**config.mk**
```make
export PLATFORM = sky130hd
export DESIGN_NAME = afs_port
export DESIGN_NICKNAME = d
export VERILOG_FILES = /design/src/core/afs_pkg.sv /design/src/core/afs_fifo.sv /design/src/core/afs_port.sv /design/src/core/afs_sync.sv
export VERILOG_INCLUDE_DIRS = /design/src /design/src/core
export SDC_FILE = /design/constraint.sdc
export NUM_CORES = 1
export LEC_CHECK = 0
export ABC_AREA = 1
export BUFFER_PORTS_ARGS = -buffer_cell sky130_fd_sc_hd__buf_2
export CORE_MARGIN = 1
export CORE_UTILIZATION = 61
export CTS_CLUSTER_SIZE = 8
export DETAILED_ROUTE_END_ITERATION = 7
export PLACE_DENSITY = 0.85
export SLEW_MARGIN = 25
export SYNTH_ARGS = -nofsm -noshare
export SYNTH_HDL_FRONTEND = slang
export SYNTH_SLANG_ARGS = --single-unit
```
**constraint.sdc**
```tcl
create_clock -name clock_i -period 4.1 [get_ports clock_i]
set_input_delay 0.205 -clock clock_i [delete_from_list [all_inputs] [get_ports clock_i]]
set_output_delay 0.205 -clock clock_i [all_outputs]
set_load 0.05 [all_outputs]
```
**src/core/afs_consts.svh**
```systemverilog
// Purpose: timing counts, field positions and reset values of the frame-sync serial port
// Assumes: all frame timing counted in serial clock cycles of the link
// Notes: Operation list below
// Operation
// - frame-sync input low at chip select fall selects frame-sync mode
// - chip select may stay low across successive conversions
// - frame-sync pulse wakes converter and enables input clocking
// - capture input on falling edges, first after pulse, through 8th
// - in 16-bit option capture continues to the 16th falling edge
// - channel applied and acquisition begins at 3rd falling edge
// - 8-bit option samples input at rising edge of 7th cycle
// - 16-bit option samples at rising edge of 15th cycle
// - 8-bit option: sync out at 8th rise, data MSB first from 9th
// - 16-bit option: sync out at 16th rise, data from 17th
// - sixteen clocks read the result, zeros follow until next frame
// - a conversion takes 24 or 32 serial clock cycles
// - new frame-sync pulse mid conversion aborts and restarts
// - chip select rising mid conversion aborts and shuts down
// - result is unsigned straight binary over 16384 codes
// - internal oscillator stays off in external clock mode
// - serial output changes on falling edges of the serial clock; dout here changes on rising edges
// - read frame: zero byte, MSB to D6, D5 to D0 and two trailing bits
// - data output high impedance while chip select high, low after fall
// - no scan sequences; one conversion per frame-sync pulse
`ifndef AFS_CONSTS_SVH
`define AFS_CONSTS_SVH
`define AFS_RES_W 14
`define AFS_CFG_W 16
`define AFS_CNT_W 6
`define AFS_CHAN_EDGE 6'h03
`define AFS_SAMPLE_8 6'h07
`define AFS_SAMPLE_16 6'h0F
`define AFS_SYNC_8 6'h08
`define AFS_SYNC_16 6'h10
`define AFS_READ_BITS 6'h10
`define AFS_FRAME_8 6'h18
`define AFS_FRAME_16 6'h20
`define AFS_TRAIL_UPPER 1'b0
`define AFS_TRAIL_LOWER 1'b0
`endif

```
**src/core/afs_pkg.sv**
```systemverilog
// Purpose: types of the frame-sync serial port
// Assumes: constants come from afs_consts.svh
// Notes: none
package afs_pkg;
  typedef enum logic [3:0] {
    AFS_OFF = 4'h1,
    AFS_IDLE = 4'h2,
    AFS_CONV = 4'h4,
    AFS_TAIL = 4'h8
  } afs_state_t;
endpackage

```
**src/core/afs_fifo.sv**
```systemverilog
// Purpose: small result FIFO between the converter handoff and the output shifter
// Assumes: single clock, synchronous active high reset
// Notes: read data comes from a register
`timescale 1ns/1ps
`default_nettype none
module afs_fifo #(
  parameter int WIDTH = 14,
  parameter int DEPTH = 8
) (
  // clock and reset
  input wire logic clock_i,
  input wire logic srst_i,
  // write side
  input wire logic wr_valid_i,
  output logic wr_ready_o,
  input wire logic [WIDTH-1:0] wr_data_i,
  // read side
  output logic rd_valid_o,
  input wire logic rd_ready_i,
  output logic [WIDTH-1:0] rd_data_o
);
  localparam int AW = $clog2(DEPTH);
  logic [WIDTH-1:0] mem [DEPTH];
  logic [AW:0] wptr, rptr, next_wptr, next_rptr;
  logic [WIDTH-1:0] next_rd_data;
  logic do_wr, do_rd;

  // full when pointers differ only in wrap bit
  assign wr_ready_o = !((wptr[AW] != rptr[AW]) && (wptr[AW-1:0] == rptr[AW-1:0]));
  assign rd_valid_o = (wptr != rptr);

  // pointer and read data update
  always_comb begin
    do_wr = wr_valid_i && wr_ready_o;
    do_rd = rd_valid_o && rd_ready_i;
    next_wptr = do_wr ? wptr + 1'b1 : wptr;
    next_rptr = do_rd ? rptr + 1'b1 : rptr;
    next_rd_data = do_rd ? mem[rptr[AW-1:0]] : rd_data_o;
  end

  // registers
  always_ff @(posedge clock_i) begin
    if (srst_i) begin
      wptr <= '0;
      rptr <= '0;
      rd_data_o <= '0;
    end else begin
      wptr <= next_wptr;
      rptr <= next_rptr;
      rd_data_o <= next_rd_data;
    end
    if (do_wr) begin
      mem[wptr[AW-1:0]] <= wr_data_i;
    end
  end
endmodule // afs_fifo
`default_nettype wire

```
**src/core/afs_port.sv**
```systemverilog
// Purpose: frame-sync serial control port of a 14-bit converter, device side
// Assumes: serial clock and pins sampled by clock_i at far above 4.8 MHz
// Notes: analog result arrives on sample_data_i when sample_strobe_o fires
`include "afs_consts.svh"
`timescale 1ns/1ps
`default_nettype none
module afs_port #(
  parameter int FIFO_DEPTH = 8
) (
  // clock and reset
  input wire logic clock_i,
  input wire logic srst_i,
  // serial pins from host
  input wire logic cs_n_i,
  input wire logic sclk_i,
  input wire logic din_i,
  input wire logic frame_sync_in_i,
  input wire logic word_width_select_i,
  // serial pins to host
  output logic dout_o,
  output logic dout_oe_o,
  output logic frame_sync_out_o,
  // converter side
  output logic analog_awake_o,
  output logic acquire_o,
  output logic sample_strobe_o,
  input wire logic [`AFS_RES_W-1:0] sample_data_i,
  output logic [`AFS_CFG_W-1:0] config_o,
  output logic config_valid_o,
  output logic int_osc_en_o,
  // status
  output logic frame_mode_o,
  output logic result_ready_o
);
  // synchronised pins
  logic [4:0] pins_s;
  logic cs_n_s, sclk_s, din_s, fsi_s, wsel_s;
  // idle levels of the pins, so that no false edge follows reset
  afs_sync #(.WIDTH(5), .IDLE(5'h10)) u_sync (
    .clock_i(clock_i),
    .srst_i(srst_i),
    .pin_i({cs_n_i, sclk_i, din_i, frame_sync_in_i, word_width_select_i}),
    .sync_o(pins_s)
  );
  assign {cs_n_s, sclk_s, din_s, fsi_s, wsel_s} = pins_s;

  // edge detection on synchronised levels only
  logic sclk_d, cs_n_d, fsi_d;
  logic sclk_rise, sclk_fall, cs_fall, fsi_rise;
  assign sclk_rise = sclk_s && !sclk_d;
  assign sclk_fall = !sclk_s && sclk_d;
  assign cs_fall = !cs_n_s && cs_n_d;
  assign fsi_rise = fsi_s && !fsi_d;

  afs_pkg::afs_state_t state, next_state;
  logic frame_mode, next_frame_mode;
  logic wide, next_wide;
  logic [`AFS_CNT_W-1:0] cyc, next_cyc;
  logic [`AFS_CFG_W-1:0] cfg, next_cfg;
  logic cfg_valid, next_cfg_valid;
  logic acquire, next_acquire;
  logic fs_out, next_fs_out;
  logic dout, next_dout;
  logic [`AFS_RES_W+1:0] shreg, next_shreg;
  logic [`AFS_CNT_W-1:0] bits_left, next_bits_left;
  logic load_pend, next_load_pend;
  logic fifo_wr_valid, fifo_wr_ready, fifo_rd_valid, fifo_rd_ready;
  logic [`AFS_RES_W-1:0] fifo_rd_data;

  // capture window end, sample and sync cycles per option
  function automatic logic [`AFS_CNT_W-1:0] cap_end(input logic w);
    cap_end = w ? `AFS_SYNC_16 : `AFS_SYNC_8;
  endfunction
  function automatic logic [`AFS_CNT_W-1:0] sample_cyc(input logic w);
    sample_cyc = w ? `AFS_SAMPLE_16 : `AFS_SAMPLE_8;
  endfunction

  // result handoff: sample strobe pushes the converter word
  assign sample_strobe_o = (state == afs_pkg::AFS_CONV) && sclk_rise
                         && (cyc + 6'h01 == sample_cyc(wide)) && !fsi_s && !cs_n_s;
  assign fifo_wr_valid = sample_strobe_o;
  // pop at the output sync pulse; outside the sample-to-sync span a stale word
  // left by an aborted frame is drained so it never reaches a later frame
  assign fifo_rd_ready = (state != afs_pkg::AFS_CONV) || (cyc + 6'h01 < sample_cyc(wide))
                       || (sclk_rise && (cyc + 6'h01 == cap_end(wide)));

  afs_fifo #(.WIDTH(`AFS_RES_W), .DEPTH(FIFO_DEPTH)) u_fifo (
    .clock_i(clock_i),
    .srst_i(srst_i),
    .wr_valid_i(fifo_wr_valid),
    .wr_ready_o(fifo_wr_ready),
    .wr_data_i(sample_data_i),
    .rd_valid_o(fifo_rd_valid),
    .rd_ready_i(fifo_rd_ready),
    .rd_data_o(fifo_rd_data)
  );

  // frame state machine and serial engine
  always_comb begin
    next_state = state;
    next_frame_mode = frame_mode;
    next_wide = wide;
    next_cyc = cyc;
    next_cfg = cfg;
    next_cfg_valid = 1'b0;
    next_acquire = acquire;
    next_fs_out = fs_out;
    next_dout = dout;
    next_shreg = shreg;
    next_bits_left = bits_left;
    next_load_pend = 1'b0;
    // the popped word shows on the FIFO register one clock after the pop
    if (load_pend) begin
      next_shreg = {fifo_rd_data, `AFS_TRAIL_UPPER, `AFS_TRAIL_LOWER};
    end
    if (cs_n_s) begin
      next_state = afs_pkg::AFS_OFF;
      next_acquire = 1'b0;
      next_fs_out = 1'b0;
      next_dout = 1'b0;
      next_cyc = '0;
    end else if (cs_fall) begin
      next_frame_mode = !fsi_s;
      next_state = afs_pkg::AFS_IDLE;
      next_dout = 1'b0;
    end else if (frame_mode && fsi_rise) begin
      // a new pulse restarts any frame in flight
      next_state = afs_pkg::AFS_CONV;
      next_wide = wsel_s;
      next_cyc = '0;
      next_cfg = '0;
      next_acquire = 1'b0;
      next_fs_out = 1'b0;
      next_dout = 1'b0;
      next_bits_left = '0;
    end else begin
      case (state)
        afs_pkg::AFS_OFF: begin
          next_state = afs_pkg::AFS_OFF;
        end
        afs_pkg::AFS_IDLE: begin
          next_state = afs_pkg::AFS_IDLE;
        end
        afs_pkg::AFS_CONV, afs_pkg::AFS_TAIL: begin
          if (sclk_fall && !fsi_s) begin
            // cycle count advances on each falling edge after the pulse, holding at 6'h3F
            if (cyc != 6'h3F) begin
              next_cyc = cyc + 6'h01;
            end
            if (cyc < cap_end(wide)) begin
              next_cfg = {cfg[`AFS_CFG_W-2:0], din_s};
              if (cyc + 6'h01 == cap_end(wide)) begin
                next_cfg_valid = 1'b1;
              end
            end
            if (cyc + 6'h01 == `AFS_CHAN_EDGE) begin
              next_acquire = 1'b1;
            end
            if (fs_out) begin
              next_fs_out = 1'b0;
            end
          end
          if (sclk_rise && state == afs_pkg::AFS_CONV) begin
            // at a rising edge cyc still holds the previous cycle's count
            if (cyc + 6'h01 == sample_cyc(wide)) begin
              next_acquire = 1'b0;
            end
            if (cyc + 6'h01 == cap_end(wide)) begin
              next_fs_out = 1'b1;
              // zeros if nothing queued, else the word lands next clock
              next_shreg = '0;
              next_load_pend = fifo_rd_valid;
              next_bits_left = `AFS_READ_BITS;
              next_state = afs_pkg::AFS_TAIL;
            end
          end else if (sclk_rise && state == afs_pkg::AFS_TAIL) begin
            // shift MSB first, zeros after the sixteenth bit
            if (bits_left != '0) begin
              next_dout = shreg[`AFS_RES_W+1];
              next_shreg = {shreg[`AFS_RES_W:0], 1'b0};
              next_bits_left = bits_left - 6'h01;
            end else begin
              next_dout = 1'b0;
            end
          end
        end
        default: begin
          next_state = afs_pkg::AFS_OFF;
        end
      endcase
    end
  end

  // registers
  always_ff @(posedge clock_i) begin
    if (srst_i) begin
      sclk_d <= 1'b0;
      cs_n_d <= 1'b1;
      fsi_d <= 1'b0;
      state <= afs_pkg::AFS_OFF;
      frame_mode <= 1'b0;
      wide <= 1'b0;
      cyc <= '0;
      cfg <= '0;
      cfg_valid <= 1'b0;
      acquire <= 1'b0;
      fs_out <= 1'b0;
      dout <= 1'b0;
      shreg <= '0;
      bits_left <= '0;
      load_pend <= 1'b0;
    end else begin
      sclk_d <= sclk_s;
      cs_n_d <= cs_n_s;
      fsi_d <= fsi_s;
      state <= next_state;
      frame_mode <= next_frame_mode;
      wide <= next_wide;
      cyc <= next_cyc;
      cfg <= next_cfg;
      cfg_valid <= next_cfg_valid;
      acquire <= next_acquire;
      fs_out <= next_fs_out;
      dout <= next_dout;
      shreg <= next_shreg;
      bits_left <= next_bits_left;
      load_pend <= next_load_pend;
    end
  end

  // pin and status outputs
  assign dout_o = dout;
  assign dout_oe_o = !cs_n_s;
  assign frame_sync_out_o = fs_out;
  assign config_o = cfg;
  assign config_valid_o = cfg_valid;
  assign acquire_o = acquire;
  // analog stays up from the pulse until chip select rises, idle tail included; one conversion per pulse
  assign analog_awake_o = (state == afs_pkg::AFS_CONV) || (state == afs_pkg::AFS_TAIL);
  assign int_osc_en_o = 1'b0;
  assign frame_mode_o = frame_mode;
  assign result_ready_o = fifo_rd_valid && fifo_wr_ready;
endmodule // afs_port
`default_nettype wire

```
**src/core/afs_sync.sv**
```systemverilog
// Purpose: two-flop synchroniser for pins
// Assumes: first stage feeds only the second
// Notes: resets to the given idle level
`timescale 1ns/1ps
`default_nettype none
module afs_sync #(
  parameter int WIDTH = 1,
  parameter logic [WIDTH-1:0] IDLE = '0
) (
  // clock and reset
  input wire logic clock_i,
  input wire logic srst_i,
  // pin side
  input wire logic [WIDTH-1:0] pin_i,
  // synchronised side
  output logic [WIDTH-1:0] sync_o
);
  logic [WIDTH-1:0] meta, next_meta, next_sync;

  // plain shift through two stages
  always_comb begin
    next_meta = pin_i;
    next_sync = meta;
  end

  always_ff @(posedge clock_i) begin
    if (srst_i) begin
      meta <= IDLE;
      sync_o <= IDLE;
    end else begin
      meta <= next_meta;
      sync_o <= next_sync;
    end
  end
endmodule // afs_sync
`default_nettype wire
```
==> flow_summary.yaml, run 1 <==
setup_path:
  r2r_end: "u_fifo.mem[0][1]"
  end_kind: "flop"
  critical_path_required_ps: 4320
  rr_worst_depth: 14
  crit_path_max_fanout: 11
  worstPathArrival_ps: 3080
  r2r_slack_ps: 1240
  worstSetupPathType: "flop to flop"
  worstReg2RegStart: "cyc[0]"
  start_kind: "flop"
cts:
  clk_root_buffer_cell: "clkbuf_16"
  numCtsBuffers: 29
  cts_buffer_depth: 3
  cts.htree.levels: 1
  path_clk_slew_ps: 50
  cts_tree: "built"
  cts_setup_buffers: 0
  clock_latency_ps: 540
  cts.sinks: 202
placed_design:
  port_buffers: 45
  place.gp.congestion: 0.907
  dp_hpwl_um: 11100
grt:
  grt_max_degree: 59
  gr-total-overflow: 0
  grt_pass1_wl_um: 30800
  grt_pass1_vias: 6342
  antenna_found_initial: 0
  grt.total_usage_pct: 26.7
timing:
  setup_tns_ps: 0
  hold_viol: 0
  layout_worst_path_cycle_share_pct: 69.7
  min_period_ps: 2860
  hold-worst-slack_ps: 402
  setup_viol: 0
  max-slew-margin-rel_pct: 58.4
  slew_violations: 0
  worst_pin_slew_ps: 624
  skew_ps: 19.4
  rsz0062_at_grt: "no"
  fmax_mhz: 350
yosys:
  synth_edf_count: 112
  ys_types: 47
  synth_area_leaders: "edfxtp_1 (39%), dfxtp_1 (21%), nand2_1 (12%)"
  yosys.area.top_type_share_pct: 38.7
  synthTopCellsByCount: "nand2_1 (275), edfxtp_1 (112), dfxtp_1 (90)"
  synthFlopType: "edfxtp_1"
  syn_avg_cell_area_um2: 9.49
  netlist_instances: 915
  yosysWarnings: 0
  ys_ff_latch: 202
  ys_seq_area_share_pct: 59.5
  yosysMostFrequentCell: "nand2_1"
  synth_area_leader_cell: "edfxtp_1"
  ys_async_sr_fraction_pct: 0
  synth_area_um2: 8680
  synth_nets: 944
power_and_ir_drop:
  peakVddDrop_v: 0.000538
  powerDensity_nw_per_um2: 497
  power_leakage_nw: 3.92
detailed_routing:
  dr_total_vias: 6569
  drc: 0
  drtIter0Drc: 608
  routed_wl_um: 19000
  vias_per_cell: 5.58
  ant_nets: 0
  wl_per_cell_um: 16.1
  drtPass1Iterations: 5
floorplan:
  ios: 47
  rows: 43
  initial_core_util_pct: 62.6
  die_w_um: 121
  die-area_um2: 14700
  dieHeight_um: 121
  core_area_um2: 13900
min_path:
  holdPathEnd: "u_sync.sync_o[0]"
  min-delay-path-class: "flop to flop"
  hold_depth: 2
  min_from: "u_sync.meta[0]"
finish:
  drive_above_1_share_pct: 14.7
  diodes: 0
  finalNetCount: 1011
  synthToLayoutAreaGrowth_pct: 16.0
status:
  status: "finished clean"
job:
  cap_violations: 0
[metrics by stage]
stage | utilization, % | instances | setup slack, ps | power [mW] | cell area [µm²]
CTS | 72.5 | 1177 | 1330 | 5.02 | 10100
global placement | 65.2 | 1110 | 1440 | 2.88 | 9050
global route | 72.5 | 1177 | 981 | 5.19 | 10100
finish | 72.5 | 1177 | 1240 | 5.01 | 10100
detailed placement | 65.2 | 1110 | 1340 | 2.89 | 9050
floorplan | - | 915 | 1110 | 2.79 | 8680
[routing by layer]
metal	share of wire, %	vias to the layer above	global-route usage (%)	routed length [µm]
li1	-	3217	-	-
met1	41	3034	33.3	7860
met2	50	272	46.2	9380
met3	6.6	46	4.89	1250
met4	2.4	0	9.72	456
met5	0	-	0	0
[flip-flops by register name (all words and copies together), names as in the netlist, 4 cells and up]
signal and flops:
u_fifo.mem 112, u_fifo.rd_data_o 14, u_sync.meta 5, u_sync.sync_o 5
config_o 16, cyc 6, u_fifo.rptr 4, state 4
u_fifo.wptr 4, bits_left 6, shreg 16
[critical path, stage by stage (launching register included)]
cell and delay [ps]:
dfxtp_1 480, inv_1 140, o21ai_0 200, nand2_1 70, inv_1 100, ha_1 140, nand2_1 50, nor2_1 120
nand2_1 100, inv_1 60, nand3_1 120, nor2_2 190, nand2_1 160, nor3_2 310, buf_4 290
[power by group]
group	leakage, nW	switching (mW)	internal, mW
combinational	1.79	0.447	0.216
clock	0.389	0.826	1.30
sequential	1.73	0.0368	2.18
total	3.92	1.31	3.70
[final cells by class]
| class | count | area (µm²) |
|---|---|---|
| Sequential cell | 202 | 5170 |
| Fill cell | 934 | 3810 |
| Multi-Input combinational cell | 603 | 3080 |
| Clock buffer | 44 | 782 |
| Timing Repair Buffer | 80 | 541 |
| Inverter | 66 | 248 |
| Tap cell | 180 | 225 |
| Clock inverter | 2 | 28.8 |
[worst max-delay path by stage]
stage                       from               end  slack (ps)  depth (start not counted)
after floorplan           cyc[0]  u_fifo.mem[0][0]        1110                         13
after global placement    cyc[0]  u_fifo.mem[0][6]        1440                         14
after detailed placement  cyc[0]  u_fifo.mem[0][7]        1340                         14
after CTS                 cyc[0]  u_fifo.mem[0][1]        1330                         14
after global routing      cyc[0]  u_fifo.mem[0][1]         980                         14
final                     cyc[0]  u_fifo.mem[0][1]        1240                         14
[placed cells by master (no fill, tap or decap), types with 2 or more instances in the layout]
cell type      count
a211oi_1           4
a21oi_1           50
a21oi_2           10
a22o_1            14
a31oi_1           29
buf_2             45
buf_4             14
clkbuf_1          15
clkbuf_16         29
clkinv_1           2
dfxtp_1           89
dlygate4sd3_1     21
edfxtp_1         112
ha_1               8
inv_1             57
inv_2              7
nand2_1          275
nand2_2            5
nand2_4           12
nand2_8            2
nand3_1           66
nand3_2            2
nand4_1           11
nand4_2            2
nor2_1            57
nor2_4             3
nor3_1             5
nor3_2             6
o21ai_0           16
o22ai_1            2
or2_2              3
xnor2_1            2
xor2_1             5
[what timing repair did]
item,4_1_cts,5_1_grt
hold buffers,21,0
endpoints found under the hold margin,122,0
resized for setup,0,0
[kinds of logic after synthesis]
logic type	after synthesis	share of synthesized area (%)
other cells	1	0.0432
buf+inv	110	5.42
flops	202	59.5
simple gates	457	24.0
fa+ha+maj	8	1.15
compound gates	130	9.22
xor+xnor	7	0.706
Note: power is estimated with default switching activity, not from simulation.
==> inputs of run 2 (changes only) <==
- clock period: 4.1 -> 2.8 ns (I/O delays scaled with it)
==> run 2 against run 1 <==
Via count is 1.9% higher. First-iteration DRC count rose by 21%. Largest power group unchanged. Clock-buffer cell count is 1 lower. Fmax rose by 14%.
==> flow_summary.yaml, run 2 (synthesized netlist as in run 1, its figures left out) <==
grt:
  antenna_found_initial: 0
  grt_pass1_wl_um: 31600
  met3_usage_pct: 3.90
  use_met1_pct: 33.5
  top_usage_layer: "met2"
  grt_pass1_vias: 6494
  gr-total-overflow: 0
  gr-usage-met2_pct: 50.5
  grt.total_usage_pct: 27.6
  grt_max_degree: 58
power_and_ir_drop:
  p_seq_share_pct: 44.2
  peakVddDrop_v: 0.000602
  clockPowerShare_pct: 42.1
  internal_power_mw: 5.41
  powerDensity_nw_per_um2: 726
  comb_power_share_pct: 13.7
  swShare_pct: 26.3
  power_leakage_nw: 3.95
  netSwitchingPower_mw: 1.93
placed_design:
  dp_hpwl_um: 12400
  place_area_um2: 9120
  port_buffers: 45
  place.gp.congestion: 0.938
  place_inst: 1118
  dp_worst_setup_slack_ps: 260
floorplan:
  core_area_um2: 13900
  die_w_um: 121
  dieHeight_um: 121
  die-area_um2: 14700
  initial_core_util_pct: 62.6
  ios: 47
  rows: 43
cts:
  cts.sinks: 202
  numCtsBuffers: 29
  clock_latency_ps: 540
  cts_tree: "built"
  clk_root_buffer_cell: "clkbuf_16"
  cts.htree.levels: 1
  cts_buffer_depth: 3
  path_clk_slew_ps: 50
setup_path:
  worst_path_max_delay_cell: "dfxtp_1"
  cp_cell_sequence: "nand2_2 > o21ai_0 > nand2_1 > inv_1 > ha_1 > nand2_1 > nor2_1 > nand2_1 > inv_1 > nand3_1 > nor2_2 > nand2_1 > nor2_1 > buf_4"
  r2r_slack_ps: 300
  timing.critical_path.mode_cell: "nand2_1"
  rr_worst_depth: 14
  worstPathArrival_ps: 2720
  start_kind: "flop"
  worstReg2RegStart: "cyc[1]"
  r2r_end: "u_fifo.mem[6][2]"
  crit_start: "cyc[1]"
  end_kind: "flop"
  critical_path.endpoint: "u_fifo.mem[6][2]"
  slowest_delay_ps: 430
  critical_path_required_ps: 3020
  worstSetupPathType: "flop to flop"
  crit_path_max_fanout: 14
detailed_routing:
  drc: 0
  dr_total_vias: 6695
  drtIter0Drc: 735
  ant_nets: 0
  vias_per_cell: 5.66
  drtPass1Iterations: 5
  wl_per_cell_um: 16.8
  routed_wl_um: 19800
finish:
  finalNetCount: 1017
  synthToLayoutAreaGrowth_pct: 16.5
  fin_cells: 1182
  multiInputGateArea_um2: 3080
  largest_reg_flops: 112
  diodes: 0
  drive_above_1_share_pct: 15.6
  fin_area_um2: 10100
  regArea_um2: 5170
  fillers: 959
  mostFrequentLayoutCell: "nand2_1"
  layout_common_cells: "nand2_1 (275), edfxtp_1 (112), dfxtp_1 (88)"
timing:
  min_period_ps: 2500
  slew_violations: 0
  layout_worst_path_cycle_share_pct: 89.2
  setup_tns_ps: 0
  max-slew-margin-rel_pct: 58.2
  hold_viol: 0
  setup_ws_ps: 302
  fmax_mhz: 400
  worst_pin_slew_ps: 627
  setup_viol: 0
  rsz0062_at_grt: "no"
  skew_ps: 12.9
job:
  cap_violations: 0
status:
  status: "finished clean"
min_path:
  min-delay-path-class: "input pin to flop"
run 2: changes by cell type in the layout (fill, tap and decap cells not counted):
| cell | previous run | this run |
|---|---|---|
| buf_4 | 14 | 21 |
| dlygate4sd3_1 | 21 | 19 |
| buf_12 | 0 | 1 |
| clkbuf_1 | 15 | 14 |
| dfxtp_1 | 89 | 88 |
| dfxtp_2 | 1 | 2 |
run 2: power groups by stage:
stage	Sequential [mW]	Clock [mW]	Combinational, mW
after detailed placement	3.30	0	0.965
after CTS	3.25	3.14	0.995
after global routing	3.25	3.26	1.09
final	3.25	3.09	1.00
after global placement	3.30	0	0.941
after floorplan	3.29	0	0.790
run 2: metal layers:
| metal | up-vias | share of wire (%) |
|---|---|---|
| met5 | - | 0 |
| met2 | 284 | 52 |
| met1 | 3151 | 40 |
| met4 | 0 | 2.1 |
| li1 | 3220 | - |
| met3 | 40 | 6.2 |
run 2: metrics by stage:
stage | power (mW) | util, % | hold slack [ps]
floorplan | 4.08 | - | 239
global placement | 4.24 | 65.7 | 343
detailed placement | 4.27 | 65.7 | 343
CTS | 7.38 | 72.9 | 81.6
global route | 7.61 | 72.9 | 129
finish | 7.34 | 72.9 | 113
run 2: cell type report:
| cell class | count | share of cell area [%] |
|---|---|---|
| well taps | 180 | 2.23 |
| inverters | 66 | 2.45 |
| multi-input cells | 603 | 30.4 |
| repair buffers | 86 | 5.86 |
| clock buffers | 43 | 7.69 |
| clock inverters | 2 | 0.284 |
| flip-flops and latches | 202 | 51.1 |
run 2: how the worst min path moves through the flow:
stage          cells past startpoint                 from          endpoint  slack, ps
5_1_grt                            2               srst_i          shreg[2]        130
6_report                           2               srst_i      bits_left[5]        110
2_1_floorplan                      0     sample_data_i[0]  u_fifo.mem[0][0]        240
4_1_cts                            2               srst_i      bits_left[5]         80
3_5_place_dp                       2               cs_n_i    u_sync.meta[4]        340
3_3_place_gp                       3  word_width_select_i    u_sync.meta[0]        340
run 2: critical path: cells and delay by family, from the launching register on:
family	cells	cell delay, ps
AO/OA/AOI/OAI	1	160
adder cells (fa/ha/maj)	1	150
buffers and inverters	3	420
flip-flops	1	430
AND/OR/NAND/NOR	9	1010
run 2: repair_timing:
| action | in CTS | in global routing |
|---|---|---|
| gates resized for setup | 0 | 1 |
| setup endpoints to repair | 0 | 7 |
| endpoints found under the hold margin | 117 | 0 |
| hold buffers | 19 | 0 |
| buffers inserted | 0 | 0 |
